**config.mk**
```make
export PLATFORM = sky130hd
export DESIGN_NAME = dim_top
export DESIGN_NICKNAME = d
export VERILOG_FILES = /design/src/dim_pkg.sv /design/src/dim_top.sv
export VERILOG_INCLUDE_DIRS = /design/src
export SDC_FILE = /design/constraint.sdc
export NUM_CORES = 2
export LEC_CHECK = 0
export ABC_CLOCK_PERIOD_IN_PS = 113200
export BUFFER_PORTS_ARGS = -buffer_cell sky130_fd_sc_hd__buf_2
export CAP_MARGIN = 15
export CORE_ASPECT_RATIO = 2
export CORE_MARGIN = 1
export CORE_UTILIZATION = 40
export DETAILED_ROUTE_END_ITERATION = 6
export GPL_TIMING_DRIVEN = 1
export PLACE_DENSITY = 0.65
export SYNTH_ARGS = -nofsm -noshare
export SYNTH_HDL_FRONTEND = slang
export SYNTH_SLANG_ARGS = --single-unit
```
**constraint.sdc**
```tcl
create_clock -name clk -period 113.2 [get_ports clk]
set_input_delay 11.32 -clock clk [delete_from_list [all_inputs] [get_ports clk]]
set_output_delay 11.32 -clock clk [all_outputs]
set_load 0.005 [all_outputs]
```
**src/dim_defs.svh**
```systemverilog
// Constants of the drive input map and indication output block.
// Assumes inclusion by bare name from the top module and the testbench.
`ifndef DIM_DEFS_SVH
`define DIM_DEFS_SVH
`define DIM_AW 4
`define DIM_DW 16
`define DIM_A_CTRL 4'h0
`define DIM_A_TRIM 4'h1
`define DIM_A_FACTOR 4'h2
`define DIM_A_ENDF 4'h3
`define DIM_A_IN1 4'h4
`define DIM_A_STATUS 4'h9
`define DIM_A_SCALED 4'hA
`define DIM_A_OUTF 4'hB
`define DIM_CTRL_RUNSRC 4
`define DIM_STAT_REJECT 15
`define DIM_SEL_POL 8
`define DIM_TRIM_RST 8'h50
`define DIM_FACTOR_RST 10'h00A
`define DIM_FACTOR_MAX 10'h3E7
`define DIM_ENDF_RST 12'h1F4
`define DIM_CUR_FULL 12'h0C8
`define DIM_FN_FWD 5'h00
`define DIM_FN_REV 5'h01
`define DIM_FN_FF1 5'h02
`define DIM_FN_FF2 5'h03
`define DIM_FN_FF3 5'h04
`define DIM_FN_FF4 5'h05
`define DIM_FN_JOG 5'h06
`define DIM_FN_2RAMP 5'h09
`define DIM_FN_COAST 5'h0B
`define DIM_FN_TRIP 5'h0C
`define DIM_FN_LOCKOUT 5'h0D
`define DIM_FN_PLOCK 5'h0F
`define DIM_FN_CURSP 5'h10
`define DIM_FN_FRESET 5'h12
`define DIM_FN_THERM 5'h13
`define DIM_CLK_HZ 40000000
`define DIM_ACC_W 40
// Round of 2^40 / (100 * clock rate): rate product is in 0.01 Hz
`define DIM_ACC_K 34'h113
`endif

```
**src/dim_pkg.sv**
```systemverilog
// Types of the drive input map and indication output block.
// Assumes dim_defs.svh is on the include path.
`default_nettype none
package dim_pkg;
    typedef enum logic [1:0] {
        DIM_IND_FREQ = 2'h0,
        DIM_IND_CURRENT = 2'h1,
        DIM_IND_PULSE = 2'h2
    } dim_ind_t;
    typedef struct packed {
        logic [3:0] fixed_speed;
        logic jog;
        logic second_ramp_select;
        logic coast_stop_input;
        logic external_trip_input;
        logic restart_lockout_input;
        logic parameter_lock_input;
        logic current_setpoint_select;
        logic fault_reset;
        logic thermistor_input;
    } dim_func_t;
    typedef struct packed {
        logic run_fwd;
        logic run_rev;
        logic ramp_stop;
    } dim_run_t;
endpackage : dim_pkg
`default_nettype wire

```
**src/dim_top.sv**
```systemverilog
// Digital input function map, run logic and indication output of a motor drive.
// Assumes clk at 40 MHz, contact inputs asynchronous, register port on clk.
`include "dim_defs.svh"
`default_nettype none
// How it works
// Source code 00 frequency width, 01 current width, 02 pulse train.
// Width modes keep a fixed period; high time grows linearly to end frequency.
// Full-load motor current gives half of full-scale width.
// Eight-bit trim, default 80, scales width modes only, writable any time.
// Pulse-train rate follows output frequency with half duty.
// Rate is frequency times factor 0.1 to 99.9; product readable as monitor.
// Each input has a function select; duplicate assignments are refused.
// Function codes decode to forward, reverse, fixed speed bits and the rest.
// Defaults: forward, reverse, 02, 03, 18 on inputs one to five.
// Polarity 00 active when closed, 01 active when open.
// Fault reset and thermistor inputs are always active when closed.
// Forward active starts clockwise; inactive ramps down.
// Reverse active starts anticlockwise; inactive ramps down.
// Forward and reverse both active ramps the motor down.
// Operator avoids break polarity on open run inputs; motor would start.
// Run source selects contact inputs (default) or keypad start key.
// Effective level is raw closed level exclusive-or polarity.
module dim_top #(
    parameter int PWM_STEPS = 256
) (
    input wire logic clk,
    input wire logic rstn,
    input wire logic [`DIM_AW-1:0] addr,
    input wire logic [`DIM_DW-1:0] wdata,
    input wire logic wr,
    input wire logic rd,
    output logic [`DIM_DW-1:0] rdata,
    input wire logic [4:0] contact_closed,
    input wire logic [11:0] output_freq,
    input wire logic [11:0] motor_current_pct,
    input wire logic key_run,
    input wire logic key_reverse,
    output logic indication_output,
    output dim_pkg::dim_func_t func_out,
    output dim_pkg::dim_run_t run_out
);
    logic [4:0] sync1_q;
    logic [4:0] sync2_q;
    logic [1:0] src_q;
    logic runsrc_q;
    logic [7:0] trim_q;
    logic [9:0] factor_q;
    logic [11:0] endf_q;
    logic [4:0] fsel_q [5];
    logic [4:0] pol_q;
    logic reject_q;
    logic [8:0] pwm_cnt_q;
    logic [8:0] duty_q;
    logic [`DIM_ACC_W-1:0] acc_q;

    // Decode of the register port
    wire [2:0] in_idx = 3'(addr - `DIM_A_IN1);
    wire sel_wr = wr && addr >= `DIM_A_IN1 && addr < `DIM_A_STATUS;
    wire [4:0] new_fn = wdata[4:0];
    logic dup;
    always_comb begin
        dup = 1'b0;
        for (int j = 0; j < 5; j++) begin
            if (3'(j) != in_idx && fsel_q[j] == new_fn) dup = 1'b1;
        end
    end
    wire fn_legal = new_fn <= `DIM_FN_JOG || new_fn == `DIM_FN_2RAMP
        || (new_fn >= `DIM_FN_COAST && new_fn <= `DIM_FN_LOCKOUT)
        || new_fn == `DIM_FN_PLOCK || new_fn == `DIM_FN_CURSP
        || new_fn == `DIM_FN_FRESET || (new_fn == `DIM_FN_THERM && in_idx == 3'h4);
    wire sel_ok = sel_wr && !dup && fn_legal;
    wire fac_wr = wr && addr == `DIM_A_FACTOR;
    wire fac_ok = fac_wr && wdata[9:0] != 10'h000 && wdata[9:0] <= `DIM_FACTOR_MAX;
    // Set wins over the clear so a refusal in the clearing cycle is kept
    wire reject_set = (sel_wr && !sel_ok) || (fac_wr && !fac_ok);
    wire reject_clr = wr && addr == `DIM_A_STATUS && wdata[`DIM_STAT_REJECT];

    always_ff @(posedge clk) begin
        if (!rstn) begin
            src_q <= 2'h0;
            runsrc_q <= 1'b0;
            trim_q <= `DIM_TRIM_RST;
            factor_q <= `DIM_FACTOR_RST;
            endf_q <= `DIM_ENDF_RST;
            fsel_q[0] <= `DIM_FN_FWD;
            fsel_q[1] <= `DIM_FN_REV;
            fsel_q[2] <= `DIM_FN_FF1;
            fsel_q[3] <= `DIM_FN_FF2;
            fsel_q[4] <= `DIM_FN_FRESET;
            pol_q <= 5'h00;
            reject_q <= 1'b0;
        end else begin
            if (wr && addr == `DIM_A_CTRL && wdata[1:0] != 2'h3) src_q <= wdata[1:0];
            if (wr && addr == `DIM_A_CTRL) runsrc_q <= wdata[`DIM_CTRL_RUNSRC];
            if (wr && addr == `DIM_A_TRIM) trim_q <= wdata[7:0];
            if (fac_ok) factor_q <= wdata[9:0];
            if (wr && addr == `DIM_A_ENDF && wdata[11:0] != 12'h000) endf_q <= wdata[11:0];
            if (sel_ok) begin
                fsel_q[in_idx] <= new_fn;
                pol_q[in_idx] <= wdata[`DIM_SEL_POL];
            end
            if (reject_set) reject_q <= 1'b1;
            else if (reject_clr) reject_q <= 1'b0;
        end
    end

    // Contact inputs: two-stage synchroniser, then polarity
    always_ff @(posedge clk) begin
        if (!rstn) begin
            sync1_q <= 5'h00;
            sync2_q <= 5'h00;
        end else begin
            sync1_q <= contact_closed;
            sync2_q <= sync1_q;
        end
    end
    logic [4:0] eff;
    always_comb begin
        for (int i = 0; i < 5; i++) begin
            if (fsel_q[i] == `DIM_FN_FRESET || fsel_q[i] == `DIM_FN_THERM) begin
                eff[i] = sync2_q[i];
            end else begin
                eff[i] = sync2_q[i] ^ pol_q[i];
            end
        end
    end
    function automatic logic fn_on(input logic [4:0] code);
        logic hit;
        hit = 1'b0;
        for (int i = 0; i < 5; i++) begin
            if (fsel_q[i] == code && eff[i]) hit = 1'b1;
        end
        return hit;
    endfunction
    // In a process: a continuous assign would not see fsel_q or eff change
    logic fwd_on;
    logic rev_on;
    dim_pkg::dim_func_t func_d;
    dim_pkg::dim_run_t run_d;
    always_comb begin
        fwd_on = fn_on(`DIM_FN_FWD);
        rev_on = fn_on(`DIM_FN_REV);
        func_d.fixed_speed = {fn_on(`DIM_FN_FF4), fn_on(`DIM_FN_FF3),
            fn_on(`DIM_FN_FF2), fn_on(`DIM_FN_FF1)};
        func_d.jog = fn_on(`DIM_FN_JOG);
        func_d.second_ramp_select = fn_on(`DIM_FN_2RAMP);
        func_d.coast_stop_input = fn_on(`DIM_FN_COAST);
        func_d.external_trip_input = fn_on(`DIM_FN_TRIP);
        func_d.restart_lockout_input = fn_on(`DIM_FN_LOCKOUT);
        func_d.parameter_lock_input = fn_on(`DIM_FN_PLOCK);
        func_d.current_setpoint_select = fn_on(`DIM_FN_CURSP);
        func_d.fault_reset = fn_on(`DIM_FN_FRESET);
        func_d.thermistor_input = fn_on(`DIM_FN_THERM);
        if (runsrc_q) begin
            run_d.run_fwd = key_run && !key_reverse;
            run_d.run_rev = key_run && key_reverse;
        end else begin
            run_d.run_fwd = fwd_on && !rev_on;
            run_d.run_rev = rev_on && !fwd_on;
        end
        run_d.ramp_stop = !(run_d.run_fwd || run_d.run_rev);
    end

    // Width modes: value scaled to steps, then trimmed; clamp at full scale
    wire is_cur = src_q == dim_pkg::DIM_IND_CURRENT;
    wire [11:0] ind_val = is_cur ? motor_current_pct : output_freq;
    wire [11:0] ind_full = is_cur ? `DIM_CUR_FULL : endf_q;
    wire [23:0] raw_w = 24'(ind_val) * 24'(PWM_STEPS) / 24'(ind_full);
    wire [31:0] trimmed = 32'(raw_w) * 32'(trim_q) / 32'(`DIM_TRIM_RST);
    wire [8:0] duty_d = trimmed > 32'(PWM_STEPS) ? 9'(PWM_STEPS) : trimmed[8:0];
    wire pwm_wrap = pwm_cnt_q == 9'(PWM_STEPS - 1);
    // Pulse train: phase accumulator, top bit gives half duty
    wire [21:0] rate_p = 22'(output_freq) * 22'(factor_q);
    wire [`DIM_ACC_W-1:0] acc_inc = `DIM_ACC_W'(34'(rate_p) * `DIM_ACC_K);
    wire [21:0] scaled_full = rate_p / 22'h00000A;
    wire [15:0] scaled_mon = scaled_full > 22'h00FFFF ? 16'hFFFF : scaled_full[15:0];
    wire ind_d = src_q == dim_pkg::DIM_IND_PULSE ? acc_q[`DIM_ACC_W-1] :
        pwm_cnt_q < duty_q;

    always_ff @(posedge clk) begin
        if (!rstn) begin
            pwm_cnt_q <= 9'h000;
            duty_q <= 9'h000;
            acc_q <= '0;
            indication_output <= 1'b0;
            func_out <= '0;
            run_out <= 3'b001;
        end else begin
            pwm_cnt_q <= pwm_wrap ? 9'h000 : pwm_cnt_q + 9'h001;
            if (pwm_wrap) duty_q <= duty_d;
            acc_q <= acc_q + acc_inc;
            indication_output <= ind_d;
            func_out <= func_d;
            run_out <= run_d;
        end
    end

    // Read port, data one cycle after the strobe
    logic [`DIM_DW-1:0] rd_mux;
    always_comb begin
        rd_mux = 16'h0000;
        if (addr == `DIM_A_CTRL) rd_mux = {11'h000, runsrc_q, 2'h0, src_q};
        else if (addr == `DIM_A_TRIM) rd_mux = {8'h00, trim_q};
        else if (addr == `DIM_A_FACTOR) rd_mux = {6'h00, factor_q};
        else if (addr == `DIM_A_ENDF) rd_mux = {4'h0, endf_q};
        else if (addr >= `DIM_A_IN1 && addr < `DIM_A_STATUS)
            rd_mux = {7'h00, pol_q[in_idx], 3'h0, fsel_q[in_idx]};
        else if (addr == `DIM_A_STATUS)
            rd_mux = {reject_q, 7'h00, run_out.ramp_stop, run_out.run_rev, run_out.run_fwd, eff};
        else if (addr == `DIM_A_SCALED) rd_mux = scaled_mon;
        else if (addr == `DIM_A_OUTF) rd_mux = {4'h0, output_freq};
    end
    always_ff @(posedge clk) begin
        if (!rstn) rdata <= 16'h0000;
        else rdata <= rd ? rd_mux : 16'h0000;
    end

    property p_pulse_mode;
        @(posedge clk) disable iff (!rstn)
        src_q == dim_pkg::DIM_IND_PULSE |=> indication_output == $past(acc_q[`DIM_ACC_W-1]);
    endproperty
    a_pulse_mode: assert property (p_pulse_mode) else $error("pulse mode output wrong");
    property p_width;
        @(posedge clk) disable iff (!rstn)
        src_q != dim_pkg::DIM_IND_PULSE ##1 src_q != dim_pkg::DIM_IND_PULSE
        |-> indication_output == ($past(pwm_cnt_q) < $past(duty_q));
    endproperty
    a_width: assert property (p_width) else $error("width output wrong");
    property p_trim_wr;
        @(posedge clk) disable iff (!rstn)
        wr && addr == `DIM_A_TRIM |=> trim_q == $past(wdata[7:0]);
    endproperty
    a_trim_wr: assert property (p_trim_wr) else $error("trim not stored");
    property p_dup_refused;
        @(posedge clk) disable iff (!rstn)
        sel_wr && dup |=> fsel_q[$past(in_idx)] == $past(fsel_q[in_idx]) && reject_q;
    endproperty
    a_dup_refused: assert property (p_dup_refused) else $error("duplicate accepted");
    property p_reset_fn;
        @(posedge clk) disable iff (!rstn)
        fsel_q[4] == `DIM_FN_FRESET |-> eff[4] == sync2_q[4];
    endproperty
    a_reset_fn: assert property (p_reset_fn) else $error("fault reset inverted");
    property p_fwd_run;
        @(posedge clk) disable iff (!rstn)
        !runsrc_q && fwd_on && !rev_on |=> run_out.run_fwd && !run_out.ramp_stop;
    endproperty
    a_fwd_run: assert property (p_fwd_run) else $error("forward not run");
    property p_both_stop;
        @(posedge clk) disable iff (!rstn)
        !runsrc_q && fwd_on && rev_on |=> run_out.ramp_stop && !run_out.run_rev;
    endproperty
    a_both_stop: assert property (p_both_stop) else $error("both inputs not ramped");
    property p_pol;
        @(posedge clk) disable iff (!rstn)
        fsel_q[0] != `DIM_FN_FRESET && fsel_q[0] != `DIM_FN_THERM
        |-> eff[0] == (sync2_q[0] ^ pol_q[0]);
    endproperty
    a_pol: assert property (p_pol) else $error("polarity wrong");
    property p_key;
        @(posedge clk) disable iff (!rstn)
        runsrc_q && key_run |=> !run_out.ramp_stop;
    endproperty
    a_key: assert property (p_key) else $error("keypad run ignored");
    c_fwd: cover property (@(posedge clk) disable iff (!rstn) run_out.run_fwd);
    c_rev_then_stop: cover property (@(posedge clk) disable iff (!rstn)
        run_out.run_rev ##1 run_out.ramp_stop);
    c_reject: cover property (@(posedge clk) disable iff (!rstn) reject_set);
    property p_rev_run;
        @(posedge clk) disable iff (!rstn)
        !runsrc_q && rev_on && !fwd_on |=> run_out.run_rev && !run_out.ramp_stop;
    endproperty
    a_rev_run: assert property (p_rev_run) else $error("reverse not run");
    property p_fac_refused;
        @(posedge clk) disable iff (!rstn)
        fac_wr && !fac_ok |=> $stable(factor_q) && reject_q;
    endproperty
    a_fac_refused: assert property (p_fac_refused) else $error("bad factor accepted");
    property p_src_hold;
        @(posedge clk) disable iff (!rstn)
        wr && addr == `DIM_A_CTRL && wdata[1:0] == 2'h3 |=> $stable(src_q);
    endproperty
    a_src_hold: assert property (p_src_hold) else $error("reserved source taken");
    property p_illegal_fn;
        @(posedge clk) disable iff (!rstn)
        sel_wr && !fn_legal |=> reject_q;
    endproperty
    a_illegal_fn: assert property (p_illegal_fn) else $error("illegal code not flagged");
    property p_set_wins;
        @(posedge clk) disable iff (!rstn)
        reject_set |=> reject_q;
    endproperty
    a_set_wins: assert property (p_set_wins) else $error("refusal not flagged");
    property p_duty_load;
        @(posedge clk) disable iff (!rstn)
        pwm_wrap |=> duty_q == $past(duty_d);
    endproperty
    a_duty_load: assert property (p_duty_load) else $error("duty not reloaded at wrap");
    c_key_rev: cover property (@(posedge clk) disable iff (!rstn) runsrc_q && run_out.run_rev);
    c_pulse_high: cover property (@(posedge clk) disable iff (!rstn)
        src_q == dim_pkg::DIM_IND_PULSE && indication_output);
endmodule // dim_top
`default_nettype wire

```
==> results.sh <==
export IMPL_critPathKind="in -> reg"
export IMPL_cts_buffers_inserted=17
export IMPL_grt_usage_pct=27.9
export IMPL_multi_input_area_um2=42800
export IMPL_hold_viol_final=0
export IMPL_grtUsageMet3_pct=3.35
export IMPL_cts_tree="done"
export IMPL_drive_above_1_share_pct=8.56
export IMPL_grt_max_degree=70
export IMPL_setup_viol=0
export IMPL_period_share_pct=83.2
export IMPL_dr_pass1_iters=7
export IMPL_vias_per_cell=6.36
export IMPL_path_clk_slew_ns=0.09
export IMPL_syn_area_um2=49100
export IMPL_critPathMaxStageDelay_ns=1.02
export IMPL_gr_usage_met2_pct=53.5
export IMPL_crit_path_start_kind="primary input"
export IMPL_status="complete, but fails checks"
export IMPL_cts_hold_buf=0
export IMPL_fin_skew_ns=0.0206
export IMPL_ys_warn_count=0
export IMPL_min_period_ns=94.13
export IMPL_violations="DRC"
export IMPL_synth_cell_types=165
export IMPL_slew_headroom_pct=11.9
export IMPL_grt_pass1_vias=51998
export IMPL_hp_class="reg -> reg"
export IMPL_final_cells=8051
export IMPL_synthCells=6537
export IMPL_hold_path_startpoint="sync1_q[1]"
export IMPL_vias=51243
export IMPL_insertion_delay_ns=0.50
export IMPL_gp_congestion=1.01
export IMPL_critPathArrivalTime_ns=94.59
export IMPL_cp_slowest_cell="a221oi_1"
export IMPL_crit_fanout=36
export IMPL_drc=2
export IMPL_initial_core_util_pct=40.4
export IMPL_cts_buffer_depth=2
export IMPL_max_freq_mhz=10.6
export IMPL_fp_dieW_um=250
export IMPL_syn_area_per_cell_um2=7.52
export IMPL_die_h_um=498
export IMPL_reg2reg_to="duty_q[7]"
export IMPL_endpoint_kind="flip-flop"
export IMPL_crit_top_cell="o21a_1"
export IMPL_layout_commonest_cell="nand2_1"
export IMPL_final_cell_mix="647 x nand2_1, 570 x nor2_1, 465 x ha_1"
export IMPL_synth_area_top_cells="ha_1 12%, fa_1 11%, dfxtp_1 5.7%"
export IMPL_cap_violations=0
export IMPL_top_usage_layer="met2"
export IMPL_synth_top_area_cell="ha_1"
export IMPL_use_met1_pct=25.8
export IMPL_numPlacedInstances=8008
export IMPL_ioPinCount=88
export IMPL_required_ns=113.66
export IMPL_hold_path_end="sync2_q[1]"
export IMPL_hpwl_um=144000
export IMPL_r2r_cells=374
export IMPL_seq_area_um2=3640
export IMPL_fin_setup_tns_ns=0
export IMPL_cts_sinks=168
export IMPL_io_buffers=84
export IMPL_htreeDepth=4
export IMPL_synth_edff_count=28
export IMPL_grt_pass1_wl_um=277000
export IMPL_postCtsSetupBuffers=0
export IMPL_tightest_slew_ns=1.31
export IMPL_synthFlopType="dfxtp_1"
export IMPL_rsz0062_at_grt="no"
export IMPL_design_core_area_um2=122000
export IMPL_grt_remaining_overflow=0
export IMPL_ys_seq_area_share_pct=7.42
export IMPL_drtAntennaViolNets=0
export IMPL_routed_wl_um=178000
export IMPL_antenna_found_initial=11
export IMPL_wl_per_cell_um=22.1
export IMPL_rrSetupSlack_ns=24.67
export IMPL_drtIter0Drc=3341
export IMPL_clock_root_buffer="clkbuf_16"
export IMPL_synth_seq_cells=168
export IMPL_final_net_count=7264
export IMPL_die_area_um2=124000
export IMPL_whs_path_depth=1
export IMPL_area_growth_pct=5.28
export IMPL_synth_top_area_share_pct=11.8
export IMPL_synthArstFlopShare_pct=0
export IMPL_rows=181
export IMPL_ctsResizeCount=0
export IMPL_r2r_start="src_q[1]"
export IMPL_maxSlewViolCount=0
export IMPL_fill_cells=12595
[cell usage after synthesis, types with 18 or more instances]
cell and instances:
xnor2_1 276, or2_2 37, buf_2 22, inv_1 398, and2_1 162, a211o_1 24
o31a_1 18, a221oi_1 22, o21ai_0 291, o21a_1 178, a22oi_1 35, o211a_1 23
nand4_1 77, o31ai_1 93, or3_1 65, a21o_1 112, clkbuf_1 204, nor3_1 300
and4_1 19, ha_1 465, nor4_1 70, edfxtp_1 28, nand3_1 160, o211ai_1 75
mux2_2 91, o21bai_1 54, buf_4 32, a211oi_1 71, or4_1 27, nand2_1 647
dfxtp_1 140, nor3b_1 23, nor2b_1 67, and3_1 55, a2111oi_0 24, nor2_1 573
xor2_1 97, nand2b_1 102, o21ai_1 51, fa_1 270, o22ai_1 43, a31oi_1 63
a21oi_1 337, mux2i_1 69, o2111ai_1 33
[worst max path at each step]
stage	slack, ns	start	endpoint
3_5_place_dp	19.48	output_freq[11]	duty_q[6]
2_1_floorplan	25.98	output_freq[11]	duty_q[7]
3_3_place_gp	20.88	output_freq[11]	duty_q[7]
6_report	19.07	output_freq[11]	duty_q[7]
4_1_cts	19.69	output_freq[11]	duty_q[6]
5_1_grt	12.77	output_freq[11]	duty_q[7]
[routing by layer]
metal,vias to the layer above,part of all wire [%]
met5,-,0.042
met2,1980,53
met4,10,9.2
li1,23808,-
met1,24571,33
met3,874,4.9
[cell families after synthesis]
| kind of cell | synth area share (%) |
|---|---|
| other | 0.00763 |
| flip-flops | 7.42 |
| multiplexers | 4.07 |
| XOR/XNOR | 6.98 |
| AND/OR/NAND/NOR | 26.1 |
| AO/OA/AOI/OAI | 26.7 |
| buffers and inverters | 5.79 |
| adder cells (fa/ha/maj) | 23.0 |
[critical path: cells and delay by family]
| family | cells | cell delay, ns |
|---|---|---|
| AOI/OAI and AO/OA | 239 | 51.75 |
| xor gates and xnor gates | 3 | 1.56 |
| adders and majority gates | 26 | 8.49 |
| buffers and inverters | 17 | 3.61 |
| muxes | 8 | 2.91 |
| and+or+nand+nor | 64 | 14.81 |
[layout make-up]
cell class	count	share of cell area, %
antenna	9	0.0435
clock buffer	17	0.822
clock inverter	15	0.334
inverter	406	2.96
multi-input combinational	5689	82.7
sequential	168	7.04
tap	1555	3.76
timing repair buffer	192	2.38
[flip-flops by register name, indices dropped and copies added, names as in the netlist, 2 cells and up]
signal / cells
pwm_cnt_q: 9
factor_q: 10
trim_q: 8
sync2_q: 5
src_q: 2
fsel_q: 28
func_out: 13
pol_q: 5
endf_q: 12
rdata: 16
duty_q: 9
acc_q: 40
sync1_q: 5
run_out: 3
[through the flow]
stage	utilization [%]	setup WS (ns)	area, um^2	hold slack [ns]
floorplan	-	25.98	49200	0.412
global placement	42.0	20.88	51100	0.430
detailed placement	42.0	19.48	51100	0.429
CTS	42.5	19.69	51700	0.449
global route	42.5	12.77	51700	0.461
finish	42.5	19.07	51700	0.439
Power is left out: the tool's default activity adds up to more than one toggle a clock period on the data nets, which glitch-free logic cannot reach.
